===== config.mk =====
export PLATFORM = sky130hd
export DESIGN_NAME = cbs_regs
export DESIGN_NICKNAME = d
export VERILOG_FILES = /design/src/core/cbs_pkg.sv /design/src/core/cbs_floor_ctl.sv /design/src/core/cbs_regs.sv /design/src/core/cbs_status_pack.sv
export VERILOG_INCLUDE_DIRS = /design/src /design/src/core
export SDC_FILE = /design/constraint.sdc
export NUM_CORES = 1
export LEC_CHECK = 0
export ABC_AREA = 1
export BUFFER_PORTS_ARGS = -buffer_cell sky130_fd_sc_hd__buf_2
export CAP_MARGIN = 10
export CORE_ASPECT_RATIO = 2
export CORE_MARGIN = 5
export CORE_UTILIZATION = 52
export CTS_BUF_LIST = sky130_fd_sc_hd__clkbuf_16
export DETAILED_ROUTE_END_ITERATION = 8
export GPL_TIMING_DRIVEN = 0
export PLACE_DENSITY = 0.9
export SLEW_MARGIN = 20
export SYNTH_ARGS = -nofsm -noshare
export SYNTH_HDL_FRONTEND = slang
export SYNTH_SLANG_ARGS = --single-unit
export TNS_END_PERCENT = 5

===== constraint.sdc =====
create_clock -name core_clk -period 3.3 [get_ports core_clk]
set_input_delay 0.66 -clock core_clk [delete_from_list [all_inputs] [get_ports core_clk]]
set_output_delay 0.66 -clock core_clk [all_outputs]
set_load 0.01 [all_outputs]

===== src/core/cbs_map.svh =====
`ifndef CBS_MAP_SVH
`define CBS_MAP_SVH

// Register offsets
`define CBS_OFF_BOOST     8'h0a
`define CBS_OFF_SRC_STAT  8'h0b
`define CBS_OFF_FAULT     8'h0c
`define CBS_OFF_FLOOR     8'h0d

// Reset values of the read-write registers
`define CBS_RST_BOOST     8'h73
`define CBS_RST_FLOOR     8'h92

// Field positions in the boost register
`define CBS_BV_MSB        7
`define CBS_BV_LSB        4
`define CBS_LL_BIT        3
`define CBS_BC_MSB        2
`define CBS_BC_LSB        0

// Field positions in the floor register
`define CBS_FA_BIT        7
`define CBS_FL_MSB        6
`define CBS_FL_LSB        0
`define CBS_FLOOR_MIN     7'h0d

// Scales of the analog targets
`define CBS_BOOST_MV_BASE 13'h11c6
`define CBS_BOOST_MV_STEP 13'h0040
`define CBS_CAP_MA_BASE   12'h4b0
`define CBS_CAP_MA_STEP   12'h190
`define CBS_FLOOR_MV_BASE 14'h0a28
`define CBS_FLOOR_MV_STEP 14'h0064

`endif


===== src/core/cbs_pkg.sv =====
package cbs_pkg;

  typedef struct packed {
    logic       wr;
    logic       rd;
    logic [7:0] addr;
    logic [7:0] wdata;
  } cbs_req_t;

  typedef struct packed {
    logic [2:0] source_type;
    logic [1:0] charge_phase;
    logic       power_ok;
    logic       sys_floor;
    logic       host_timeout;
    logic       boost_error;
    logic [1:0] charge_error;
    logic       battery_error;
  } cbs_live_t;

  typedef struct packed {
    logic [3:0] boost_voltage_code;
    logic       boost_light_load_disable;
    logic [2:0] boost_current_cap;
    logic       force_absolute_floor;
    logic [6:0] input_voltage_floor;
  } cbs_ctrl_t;

  typedef enum logic [1:0] {
    CBS_IDLE,
    CBS_APPLY,
    CBS_HOLD
  } cbs_rst_state_t;

endpackage : cbs_pkg


===== src/core/cbs_floor_ctl.sv =====
`timescale 1ns/1ns
`default_nettype none
`include "cbs_map.svh"

module cbs_floor_ctl (
  input  wire logic       core_clk,
  input  wire logic       rst,
  input  wire logic       defaults_load,
  input  wire logic       source_attached,
  input  wire logic       wr_floor,
  input  wire logic [7:0] wdata,
  output var  logic       force_abs,
  output var  logic [6:0] floor_code
);
  logic       attach_prev_r;
  logic       attach_rise;
  logic [6:0] wr_code;
  logic [7:0] rst_val;

  assign rst_val = `CBS_RST_FLOOR;
  assign attach_rise = source_attached & ~attach_prev_r;
  // Low codes are raised to the minimum so the floor never drops below it
  assign wr_code = (wdata[`CBS_FL_MSB:`CBS_FL_LSB] < `CBS_FLOOR_MIN) ?
                   `CBS_FLOOR_MIN : wdata[`CBS_FL_MSB:`CBS_FL_LSB];

  always_ff @(posedge core_clk) begin
    if (rst) begin
      attach_prev_r <= 1'b0;
    end else begin
      attach_prev_r <= source_attached;
    end
  end

  // Attach and register reset outrank a host write in the same cycle
  always_ff @(posedge core_clk) begin
    if (rst || defaults_load || attach_rise) begin
      force_abs  <= rst_val[`CBS_FA_BIT];
      floor_code <= rst_val[`CBS_FL_MSB:`CBS_FL_LSB];
    end else if (wr_floor) begin
      force_abs <= wdata[`CBS_FA_BIT];
      // Code is writable only while the absolute floor is in force
      if (force_abs) begin
        floor_code <= wr_code;
      end
    end
  end

endmodule : cbs_floor_ctl
`default_nettype wire


===== src/core/cbs_regs.sv =====
`timescale 1ns/1ns
`default_nettype none
`include "cbs_map.svh"

module cbs_regs (
  input  wire logic               core_clk,
  input  wire logic               rst,
  input  wire cbs_pkg::cbs_req_t  reg_req,
  output var  logic [7:0]         rd_data_r,
  output var  logic               rd_valid_r,
  output var  logic               wr_ack_r,
  output var  logic               addr_miss_r,
  input  wire cbs_pkg::cbs_live_t live,
  input  wire logic               source_attached,
  input  wire logic               watchdog_expired,
  input  wire logic               reg_reset_cmd,
  output var  logic               reg_reset_clear_r,
  output var  logic               safety_timer_restart_r,
  output var  cbs_pkg::cbs_ctrl_t ctrl_r,
  output var  logic               pfm_allowed_r,
  output var  logic               floor_relative_r,
  output var  logic [12:0]        boost_target_mv_r,
  output var  logic [11:0]        boost_cap_ma_r,
  output var  logic [13:0]        floor_target_mv_r
);
  import cbs_pkg::*;

  function automatic logic hit(input logic [7:0] a,
                               input logic [7:0] off);
    hit = (a == off);
  endfunction : hit

  function automatic logic mapped(input logic [7:0] a);
    mapped = hit(a, `CBS_OFF_BOOST)    |
             hit(a, `CBS_OFF_SRC_STAT) |
             hit(a, `CBS_OFF_FAULT)    |
             hit(a, `CBS_OFF_FLOOR);
  endfunction : mapped

  cbs_rst_state_t rst_state_r;
  cbs_rst_state_t rst_state_nxt;

  logic [7:0] boost_r;
  logic [7:0] boost_rst_val;
  logic       defaults_load;
  logic       wr_boost;
  logic       wr_floor;
  logic       force_abs;
  logic [6:0] floor_code;
  logic [7:0] src_byte;
  logic [7:0] fault_byte;
  logic [7:0] floor_byte;
  logic [7:0] rd_mux;

  assign boost_rst_val = `CBS_RST_BOOST;

  // Writes and reads are both accepted every cycle; a write is taken only
  // when the address decodes to a writable register of this slice.
  assign wr_boost = reg_req.wr & hit(reg_req.addr, `CBS_OFF_BOOST);
  assign wr_floor = reg_req.wr & hit(reg_req.addr, `CBS_OFF_FLOOR);

  // Register-reset command sequencing
  assign defaults_load = (rst_state_r == CBS_APPLY);

  always_comb begin
    rst_state_nxt = rst_state_r;
    unique case (rst_state_r)
      CBS_IDLE: begin
        if (reg_reset_cmd) begin
          rst_state_nxt = CBS_APPLY;
        end
      end
      CBS_APPLY: begin
        rst_state_nxt = CBS_HOLD;
      end
      CBS_HOLD: begin
        // Wait for the command bit to fall so one request resets once
        if (!reg_reset_cmd) begin
          rst_state_nxt = CBS_IDLE;
        end
      end
    endcase
  end

  always_ff @(posedge core_clk) begin
    if (rst) begin
      rst_state_r <= CBS_IDLE;
    end else begin
      rst_state_r <= rst_state_nxt;
    end
  end

  always_ff @(posedge core_clk) begin
    if (rst) begin
      reg_reset_clear_r      <= 1'b0;
      safety_timer_restart_r <= 1'b0;
    end else begin
      reg_reset_clear_r      <= defaults_load;
      safety_timer_restart_r <= defaults_load;
    end
  end

  // Boost register: watchdog expiry restores voltage and current cap but
  // leaves the light-load bit, which only rst or the register reset restores.
  always_ff @(posedge core_clk) begin
    if (rst || defaults_load) begin
      boost_r <= boost_rst_val;
    end else if (watchdog_expired) begin
      boost_r[`CBS_BV_MSB:`CBS_BV_LSB] <=
        boost_rst_val[`CBS_BV_MSB:`CBS_BV_LSB];
      boost_r[`CBS_BC_MSB:`CBS_BC_LSB] <=
        boost_rst_val[`CBS_BC_MSB:`CBS_BC_LSB];
    end else if (wr_boost) begin
      boost_r <= reg_req.wdata;
    end
  end

  cbs_floor_ctl u_floor (
    .core_clk        (core_clk),
    .rst             (rst),
    .defaults_load   (defaults_load),
    .source_attached (source_attached),
    .wr_floor        (wr_floor),
    .wdata           (reg_req.wdata),
    .force_abs       (force_abs),
    .floor_code      (floor_code)
  );

  cbs_status_pack u_status (
    .source_type   (live.source_type),
    .charge_phase  (live.charge_phase),
    .power_ok      (live.power_ok),
    .sys_floor     (live.sys_floor),
    .host_timeout  (live.host_timeout),
    .boost_error   (live.boost_error),
    .charge_error  (live.charge_error),
    .battery_error (live.battery_error),
    .src_byte      (src_byte),
    .fault_byte    (fault_byte)
  );

  assign floor_byte = {force_abs, floor_code};

  // Status bytes come straight from the live inputs, so nothing latches
  // or clears on a read.
  always_comb begin
    rd_mux = 8'h00;
    if (hit(reg_req.addr, `CBS_OFF_BOOST)) begin
      rd_mux = boost_r;
    end else if (hit(reg_req.addr, `CBS_OFF_SRC_STAT)) begin
      rd_mux = src_byte;
    end else if (hit(reg_req.addr, `CBS_OFF_FAULT)) begin
      rd_mux = fault_byte;
    end else if (hit(reg_req.addr, `CBS_OFF_FLOOR)) begin
      rd_mux = floor_byte;
    end
  end

  always_ff @(posedge core_clk) begin
    if (rst) begin
      rd_data_r  <= 8'h00;
      rd_valid_r <= 1'b0;
    end else begin
      rd_valid_r <= reg_req.rd;
      if (reg_req.rd) begin
        rd_data_r <= rd_mux;
      end
    end
  end

  // Writes to read-only or unmapped addresses are acknowledged but have
  // no effect; the miss flag, set for unmapped reads and writes only, lets the serial front end report those.
  always_ff @(posedge core_clk) begin
    if (rst) begin
      wr_ack_r    <= 1'b0;
      addr_miss_r <= 1'b0;
    end else begin
      wr_ack_r    <= reg_req.wr;
      addr_miss_r <= (reg_req.wr | reg_req.rd) & ~mapped(reg_req.addr);
    end
  end

  // Control fields towards the analog loops
  always_ff @(posedge core_clk) begin
    if (rst) begin
      ctrl_r           <= '0;
      pfm_allowed_r    <= 1'b0;
      floor_relative_r <= 1'b0;
    end else begin
      ctrl_r.boost_voltage_code <= boost_r[`CBS_BV_MSB:`CBS_BV_LSB];
      ctrl_r.boost_light_load_disable <= boost_r[`CBS_LL_BIT];
      ctrl_r.boost_current_cap <= boost_r[`CBS_BC_MSB:`CBS_BC_LSB];
      ctrl_r.force_absolute_floor <= force_abs;
      ctrl_r.input_voltage_floor  <= floor_code;
      pfm_allowed_r    <= ~boost_r[`CBS_LL_BIT];
      floor_relative_r <= ~force_abs;
    end
  end

  // Targets in mV and mA; products fit the sized widths at full code
  always_ff @(posedge core_clk) begin
    if (rst) begin
      boost_target_mv_r <= '0;
      boost_cap_ma_r    <= '0;
      floor_target_mv_r <= '0;
    end else begin
      boost_target_mv_r <= `CBS_BOOST_MV_BASE + 13'(`CBS_BOOST_MV_STEP *
        {9'h000, boost_r[`CBS_BV_MSB:`CBS_BV_LSB]});
      boost_cap_ma_r <= `CBS_CAP_MA_BASE + 12'(`CBS_CAP_MA_STEP *
        {9'h000, boost_r[`CBS_BC_MSB:`CBS_BC_LSB]});
      // Relative mode leaves this value unused by the loop
      floor_target_mv_r <= `CBS_FLOOR_MV_BASE + 14'(`CBS_FLOOR_MV_STEP *
        {7'h00, floor_code});
    end
  end

endmodule : cbs_regs
`default_nettype wire


===== src/core/cbs_status_pack.sv =====
`timescale 1ns/1ns
`default_nettype none

module cbs_status_pack (
  input  wire logic [2:0] source_type,
  input  wire logic [1:0] charge_phase,
  input  wire logic       power_ok,
  input  wire logic       sys_floor,
  input  wire logic       host_timeout,
  input  wire logic       boost_error,
  input  wire logic [1:0] charge_error,
  input  wire logic       battery_error,
  output var  logic [7:0] src_byte,
  output var  logic [7:0] fault_byte
);
  // Current cap is not folded in here; it lives in its own field
  assign src_byte = {source_type,
                     charge_phase,
                     power_ok,
                     1'b0,
                     sys_floor};
  assign fault_byte = {host_timeout,
                       boost_error,
                       charge_error,
                       battery_error,
                       3'h0};

endmodule : cbs_status_pack
`default_nettype wire


; ---- Yosys cells after proc, flatten, opt, wreduce, memory -nomap -nowiden
; Cells that the tools add are included.
[word_totals]
reg_bits = 88
in_bits = 35
out_inout_bits = 70
wordCells = 63
[op_classes]
add_sub_neg = 3
n_mul = 2
n_lt_le_gt_ge = 1
eq_ne = 8
n_mux = 8
bitwise = 13
reduce_logical = 7
[ops]
columns = op, n
row1 = $eq 8x4->1 const B, 4
row2 = $mux 8, 4
row3 = $add 12x14->14 const A, 1
row4 = $add 13x10->13 const A, 1
row5 = $add 11x12->12 const A, 1
row6 = $mul 5x7->12 const A, 1
row7 = $mul 5x3->8 const A, 1
row8 = $lt 7x4->1 const B, 1
row9 = $mux 7, 1
row10 = $pmux 2 s3, 1
row11 = $reduce_and 2->1, 3
row12 = $not 1->1, 5
row13 = $and 1x1->1, 4
row14 = $mux 2, 2
row15 = $ne 2x2->1 const B, 2
row16 = $or 1x1->1, 4
row17 = $eq 2x1->1 const B, 1
row18 = $eq 2x2->1 const B, 1
row19 = $logic_not 2->1, 1
row20 = $logic_or 1x1->1, 2
row21 = $reduce_or 2->1, 1

; ---- Longest topological paths before layout
; Gate-level depths: netlist of run 1.
[logic_depth]
ltp_word = 6
depth_mapped = 15

; ---- By module
; Synthesis of run 1 repeated with hierarchy kept, for this count alone.
[hier_totals]
cells_unflattened = 509
area_unflattened_um2 = 3883.7
[by_module_without_submodules]
columns = mod, instances, cells_each, area_per_inst_um2
row1 = cbs_regs, 1, 431, 3335.7
row2 = cbs_floor_ctl, 1, 61, 424.2
row3 = cbs_status_pack, 1, 17, 123.9

; ---- Worst setup path after synthesis of run 1
; No wires, ideal clock.
[synth_timing]
kind = register -> register
startpoint = reg u_floor.floor_code[3]
endpoint = reg floor_target_mv_r[13]
setup_time_ns = 0.115
arrival_time_ns = 2.462
t_required_ns = 3.185
slack_ns = 0.723
stages_incl_launch_ff = 13
period_less_slack_ns = 2.577
cell_sequence = dfxtp_1 -> ha_1 -> ha_1 -> fa_1 -> ha_1 -> xnor2_2 -> nand3_2 -> nand2_2 -> nand2_1 -> nand2_1 -> nand3_1 -> nand2_1 -> nor2_1
[synth_between]
elab_chain_len = 2
[synth_lines]
columns = item, line_no
row1 = "start, declared", cbs_floor_ctl.sv:13  ; output var logic [6:0] floor_code
row2 = "start signal, assigned", cbs_floor_ctl.sv:38  ; floor_code <= rst_val[`CBS_FL_MSB:`CBS_FL_LSB];
row3 = "start signal, assigned", cbs_floor_ctl.sv:43  ; floor_code <= wr_code;
row4 = $mul 5x7->12 (no line), n/a
row5 = $add 12x14->14 (no line), n/a
row6 = "end signal, assigned", cbs_regs.sv:212  ; floor_target_mv_r <= `CBS_FLOOR_MV_BASE + 14'(`CBS_FLOOR_MV_STEP *
row7 = "end, declared", cbs_regs.sv:24  ; output var logic [13:0] floor_target_mv_r
; Every way passes these cells.
; A chain may end at the register's enable or synchronous reset.

; ---- Worst setup path after layout of run 1
; Ends and elaborated chain as after synthesis.

==> results of run 1 <==
[final cells by class]
class	count	area, µm²	area share [%]
inverter	59	221	4.80
buffer	25	171	3.72
sequential	74	1480	32.1
tap	90	113	2.44
clock inverter	7	75.1	1.63
timing repair buffer	92	460	9.99
clock buffer	9	225	4.88
multi-input combinational	307	1860	40.4
[cells in the final DEF, fill, tap and decap left out, types with 3 or more instances in the layout]
| cell type | instances |
|---|---|
| dfxtp_1 | 74 |
| buf_2 | 93 |
| nor2_4 | 4 |
| nand3_1 | 31 |
| buf_4 | 16 |
| nand2_1 | 49 |
| nand2_2 | 8 |
| ha_1 | 39 |
| conb_1 | 11 |
| inv_6 | 3 |
| o211ai_1 | 8 |
| nor3_1 | 3 |
| o21ai_0 | 12 |
| inv_2 | 3 |
| o21ai_1 | 18 |
| clkbuf_1 | 4 |
| clkbuf_16 | 9 |
| inv_1 | 55 |
| nor2_1 | 62 |
| a21oi_1 | 33 |
[critical path: cells and delay by family, from the launching register on]
family	cells	cell delay, ns
fa+ha+maj	4	1.51
simple gates	9	0.83
flops	1	0.50
[cell families after synthesis]
group / Yosys count
xor+xnor: 2
compound gates: 80
flops: 74
simple gates: 172
other cells: 1
fa+ha+maj: 41
mux: 1
buf+inv: 84
[stage by stage]
stage / instances / area (µm²)
floorplan: 465 / 3740
global placement: 647 / 4310
detailed placement: 647 / 4310
CTS: 663 / 4610
global route: 663 / 4610
finish: 663 / 4610
[flip-flops by register name (all words and copies together) (netlist names)]
name	cells
u_floor.attach_prev_r	1
addr_miss_r	1
rd_data_r	8
boost_cap_ma_r	8
rd_valid_r	1
safety_timer_restart_r	1
rst_state_r	2
pfm_allowed_r	1
u_floor.floor_code	7
ctrl_r	16
floor_target_mv_r	11
wr_ack_r	1
boost_r	8
u_floor.force_abs	1
boost_target_mv_r	6
floor_relative_r	1
[report_power, final]
| group | internal [mW] | switching (mW) | total (mW) | leakage (nW) |
|---|---|---|---|---|
| Clock | 0.590 | 0.397 | 0.988 | 0.140 |
| Combinational | 0.0898 | 0.136 | 0.226 | 1.67 |
| Sequential | 0.926 | 0.0127 | 0.939 | 0.606 |
[how the worst max path moves through the flow]
stage                                                  end  slack (ns)
after global placement    floor_target_mv_r[13]$_SDFF_PP0_        0.48
after global routing      floor_target_mv_r[13]$_SDFF_PP0_        0.12
after floorplan           floor_target_mv_r[13]$_SDFF_PP0_        0.72
after detailed placement  floor_target_mv_r[13]$_SDFF_PP0_        0.40
after CTS                 floor_target_mv_r[13]$_SDFF_PP0_        0.40
final                     floor_target_mv_r[13]$_SDFF_PP0_        0.36
[per-layer routing]
metal | GRT usage [%] | up-vias
li1 | - | 1680
met1 | 18.9 | 1620
met2 | 45.4 | 151
met3 | 4.74 | 49
met4 | 16.7 | 0
met5 | 0 | -
==> results.md, run 1 <==
- Clock root buffer: clkbuf_16
- Compound-cell area share of the yosys netlist: 12.2%
- Reg-to-reg startpoint: u_floor.floor_code[3]$_SDFFE_PP0P_
- Synth top area cells: dfxtp_1 (40%), ha_1 (13%), nor2_1 (6.3%)
- TNS Setup: 0 ns
- Final worst slack: 0.358 ns
- Worst skew pair latency: 0.34 ns
- Area Overhead vs Synth: 24.6%
- Clk sinks: 74
- DRC Markers: 0
- Max Fclk: 0.340 GHz
- Unique masters post-synth: 44
- Yosys top cell area share: 40.0%
- DRT iter0 DRCs: 241
- Reg2reg end: floor_target_mv_r[13]$_SDFF_PP0_
- Worst Setup Start Kind: flip-flop
- Synth area leader: dfxtp_1
- CP peak stage delay: 0.50 ns
- WL met1: 3290 µm
- H-Tree Depth: 3
- I/O pin cnt: 105
- Die area: 0.00900 mm²
- DRT antenna net count: 0
- Initial core utilization: 53.3%
- Fin crit period: 2.94 ns
- Total power draw: 2.15 mW
- DR WL/cell: 15.5 µm
- Met3 Wirelength: 549 µm
- Final Skew: 0.00710 ns
- Min-Delay Endpoint: pfm_allowed_r$_SDFF_PP0_
- Worst Setup SP: u_floor.floor_code[3]$_SDFFE_PP0P_
- Peak VDD IR: 0.234 mV
- Slew @ Worst Pin: 0.742 ns
- Slowest-stage cell, CP: dfxtp_1
- R2R setup slack: 0.36 ns
- Core Footprint: 0.00694 mm²
- Number of synthesized flops with an enable pin: 0
- Largest net degree at the start of global routing: 15
- Clock Path Buffers: 2
- Post-Place Worst Slack: 0.404 ns
- Hold path startpoint: boost_r[3]$_SDFFE_PP0P_
- Vias in the first global route: 3566
- Final period utilization: 89.2%
- Number of max-cap violations: 0
- CTS resizes: 0
- Syn_area_per_cell: 8.13 µm²
- Vias: 3500
- Ant diodes: 0
- Finished Core Util: 66.4%
- Routed WL: 10300 µm
- Tot GR Track Use: 22.7%
- Critical path class: reg -> reg
- Initial antenna violation count: 0
- Ys Warns: 0
- Top Layer Used: met4
- CTS tree: built
- # hold bufs at CTS: 0
- Hold depth: 1
- Largest family of logic cells by synthesized area: simple AND/OR/NAND/NOR gates
- Synth Flop Type: dfxtp_1
- Gr ovfl total: 0
- Crit end category: flip-flop
- R2r worst-path depth: 13
- Synthesized area: 0.00370 mm²
- Async S/R FF share, synth: 0%
- First-pass GRT wire length: 16000 µm
- Mapped Cells: 455
- Max-slew headroom at the worst pin: 50.1%
- Worst-path clk slew: 0.06 ns
- Layout Nets: 644
- Synth Register Bits: 74
- Final Hold Fails: 0
- Post-Synth Adder-Cell Area: 14.3%
- Mux cell area share after synthesis: 0.304%
- Count leader, synth: dfxtp_1
- # rows: 43
- Die H: 129 µm
- Detailed Place HPWL: 7880 µm
- GPL Wtd Cong: 0.937
- Num CTS Buffers: 9
- Crit path top cell by count: nand2_1
- Fill cells: 516
- # setup viols final: 0
- Max-slew violations: 0
- Top post-synthesis cells by count: dfxtp_1 (74), nor2_1 (62), inv_1 (55)
- PD cells: 467 mW/mm²
- Worst Path Max Fanout: 6
- Xor/xnor share of the synthesized area: 0.676%
- HP Class: reg -> reg
- Fraction of layout cells with a size suffix above 1: 26.9%
- Arrival @ worst endpoint: 3.18 ns
- Seq/Total Area, Yosys: 40.0%
- Drt pass-1 iters: 8
- RSZ-0062 raised after global routing: false
- Vias/cell: 5.28
- Simple-gate area share of the yosys netlist: 21.8%
- Post-CTS setup buffers: 0
- Port Buf Inserts: 92
- Crit path required time: 3.53 ns
- Status: completed
- Leak pwr: 2.42 nW
- Die span in x: 69.6 µm
- Hold_ws: 0.450 ns
- Crit-path cells: ha_1 > ha_1 > fa_1 > ha_1 > nand3b_1 > nand2_1 > nand2_1 > nand2_1 > nand2_1 > nand2_1 > nand3_1 > nand2_1 > nor2_1
- WL met2: 5850 µm
No activity file was read; power rests on OpenSTA's default activity.
==> inputs of run 2 (changes only) <==
--- a/config.mk
+++ b/config.mk
@@ -11,11 +11,11 @@
 export CAP_MARGIN = 10
 export CORE_ASPECT_RATIO = 2
 export CORE_MARGIN = 5
-export CORE_UTILIZATION = 52
+export CORE_UTILIZATION = 56
 export CTS_BUF_LIST = sky130_fd_sc_hd__clkbuf_16
 export DETAILED_ROUTE_END_ITERATION = 8
 export GPL_TIMING_DRIVEN = 0
-export PLACE_DENSITY = 0.9
+export PLACE_DENSITY = 0.95
 export SLEW_MARGIN = 20
 export SYNTH_ARGS = -nofsm -noshare
 export SYNTH_HDL_FRONTEND = slang
==> constraint.sdc (replaced) <==
create_clock -name core_clk -period 3.7 [get_ports core_clk]
set_input_delay 0.74 -clock core_clk [delete_from_list [all_inputs] [get_ports core_clk]]
set_output_delay 0.74 -clock core_clk [all_outputs]
set_load 0.01 [all_outputs]
==> run 2 against run 1 <==
Against the previous run:
- sequential share of layout area grew 0.052 points
- die area is 6.4% lower
- register-to-register slack better by 0.46 ns
- cell count decreased by 0.30%
- via count down 1.6%
- maximum frequency is 2.0% higher
- critical endpoint unchanged
- largest cell class unchanged
==> results.md, run 2 (synthesized netlist as in run 1, its figures left out) <==
- Clk sinks: 74 (unchanged)
- Fraction of layout cells with a size suffix above 1: 26.9% (unchanged)
- Die span in x: 67.5 µm (-3.1%)
- DRT antenna net count: 0 (unchanged)
- Most common cell after layout, fill and taps aside: buf_2
- Routed WL: 9310 µm (-9.5%)
- Initial core utilization: 56.8% (+3.5 points)
- Status: completed
- PD cells: 413 mW/mm² (-11%)
- Tot GR Track Use: 23.0% (+0.27 points)
- TNS Setup: 0 ns (unchanged)
- Ant diodes: 0 (unchanged)
- Crit path required time: 3.93 ns (+0.40 ns)
- Worst-path clk slew: 0.06 ns (about the same)
- Die H: 125 µm (-3.4%)
- Port Buf Inserts: 92 (unchanged)
- # rows: 42 (-2.3%)
- RSZ-0062 raised after global routing: false
- Cell Count, Final, Fillers Out: 661 (-0.30%)
- R2R setup slack: 0.81 ns (+0.46 ns)
- Max FFs per register: 16 (unchanged)
- Crit end category: flip-flop
- Gr ovfl total: 0 (unchanged)
- H-Tree Depth: 3 (unchanged)
- Max Fclk: 0.347 GHz (+2.0%)
- DR WL/cell: 14.1 µm (-9.3%)
- Vias: 3444 (-1.6%)
- Vias in the first global route: 3283 (-7.9%)
- Worst Path Max Fanout: 6 (unchanged)
- Arrival @ worst endpoint: 3.12 ns (-0.06 ns)
- Final period utilization: 78.0% (-11 points)
- Placed Cells: 645 (-0.31%)
- Post-Place Worst Slack: 0.841 ns (+0.437 ns)
- Critical path class: reg -> reg
- Vias/cell: 5.21 (-1.3%)
- Clock root buffer: clkbuf_16
- Top Registers: ctrl_r x16, floor_target_mv_r x11
- Drt pass-1 iters: 5 (-3)
- Peak VDD IR: 0.295 mV (+26%)
- Worst Setup Start Kind: flip-flop
- Final Hold Fails: 0 (unchanged)
- Commonest non-fill, non-tap cells in the layout: buf_2 (93), dfxtp_1 (74), nor2_1 (62)
- CTS tree: built
- CTS resizes: 0 (unchanged)
- Post-CTS setup buffers: 0 (unchanged)
- Core Footprint: 0.00652 mm² (-6.1%)
- Max-slew headroom at the worst pin: 50.0% (-0.090 points)
- Final worst slack: 0.815 ns (+0.457 ns)
- Leak pwr: 2.42 nW (about the same)
- Number of max-cap violations: 0 (unchanged)
- Die area: 0.00843 mm² (-6.4%)
- DRC Markers: 0 (unchanged)
- Clock Path Buffers: 2 (unchanged)
- Final Skew: 0.00745 ns (+0.000345 ns)
- Num CTS Buffers: 9 (unchanged)
- Detailed Place HPWL: 6770 µm (-14%)
- First-pass GRT wire length: 14700 µm (-8.3%)
- Max-slew violations: 0 (unchanged)
- DRT iter0 DRCs: 263 (+9.1%)
- # setup viols final: 0 (unchanged)
- I/O pin cnt: 105 (unchanged)
- Initial antenna violation count: 0 (unchanged)
- # hold bufs at CTS: 0 (unchanged)
- Slew @ Worst Pin: 0.744 ns (+0.00134 ns)
- HP Class: reg -> reg
- Largest net degree at the start of global routing: 14 (-1)
- Fin crit period: 2.89 ns (-0.0569 ns)
- Area Overhead vs Synth: 24.4%
- Register with the most flip-flops: ctrl_r
- Layout Nets: 644 (unchanged)
- Worst skew pair latency: 0.34 ns (about the same)
- GPL Wtd Cong: 0.871 (-7.0%)
## run 2: cell types whose count changed in the layout (fill, tap and decap cells not counted), sizes merged
cell / delta
clkinvlp: +1
inv: -1
## run 2: final cells by class
type	instances	area, µm²
sequential	74	1480
fill	496	1910
inverter	59	221
timing repair buffer	92	460
clock buffer	9	225
multi-input combinational	307	1860
tap	88	110
clock inverter	7	70.1
buffer	25	171
## run 2: worst paths after layout
kind / from / to / depth (start not counted)
setup / recovery: u_floor.floor_code[3]$_SDFFE_PP0P_ / floor_target_mv_r[13]$_SDFF_PP0_ / 12
hold / removal: boost_r[3]$_SDFFE_PP0P_ / pfm_allowed_r$_SDFF_PP0_ / 1
setup reg to reg: u_floor.floor_code[3]$_SDFFE_PP0P_ / floor_target_mv_r[13]$_SDFF_PP0_ / 12
hold reg to reg: boost_r[3]$_SDFFE_PP0P_ / pfm_allowed_r$_SDFF_PP0_ / 1
## run 2: routing by layer
metal | global-route usage, % | part of all wire (%) | vias to the layer above
met2 | 36.5 | 48 | 170
met1 | 26.4 | 39 | 1543
met4 | 12.9 | 4.6 | 0
met3 | 7.00 | 8.5 | 36
li1 | - | - | 1695
met5 | 0 | 0 | -
## run 2: critical path, stage by stage, from the launching register on
cell and delay, ns:
dfxtp_1 0.47, ha_1 0.29, ha_1 0.31, fa_1 0.48, ha_1 0.41, xnor2_2 0.28
nand3_2 0.11, nand2_2 0.10, nand2_1 0.05, nand2_1 0.09, nand3_1 0.08, nand2_1 0.06
nor2_1 0.03
## run 2: report_power, final
group	switching [mW]	total (mW)	internal [mW]
registers	0.0107	0.837	0.826
clock network	0.338	0.858	0.520
logic	0.126	0.207	0.0810
## run 2: through the flow
| step | hold slack, ns | instance area (µm²) | power [mW] | utilization (%) |
|---|---|---|---|---|
| final | 0.416 | 4600 | 1.90 | 70.6 |
| after global routing | 0.449 | 4600 | 1.96 | 70.6 |
| after CTS | 0.414 | 4600 | 1.91 | 70.6 |
| after detailed placement | 0.404 | 4310 | 1.05 | 66.1 |
| after global placement | 0.402 | 4310 | 1.04 | 66.1 |
| after floorplan | 0.393 | 3740 | 0.978 | - |
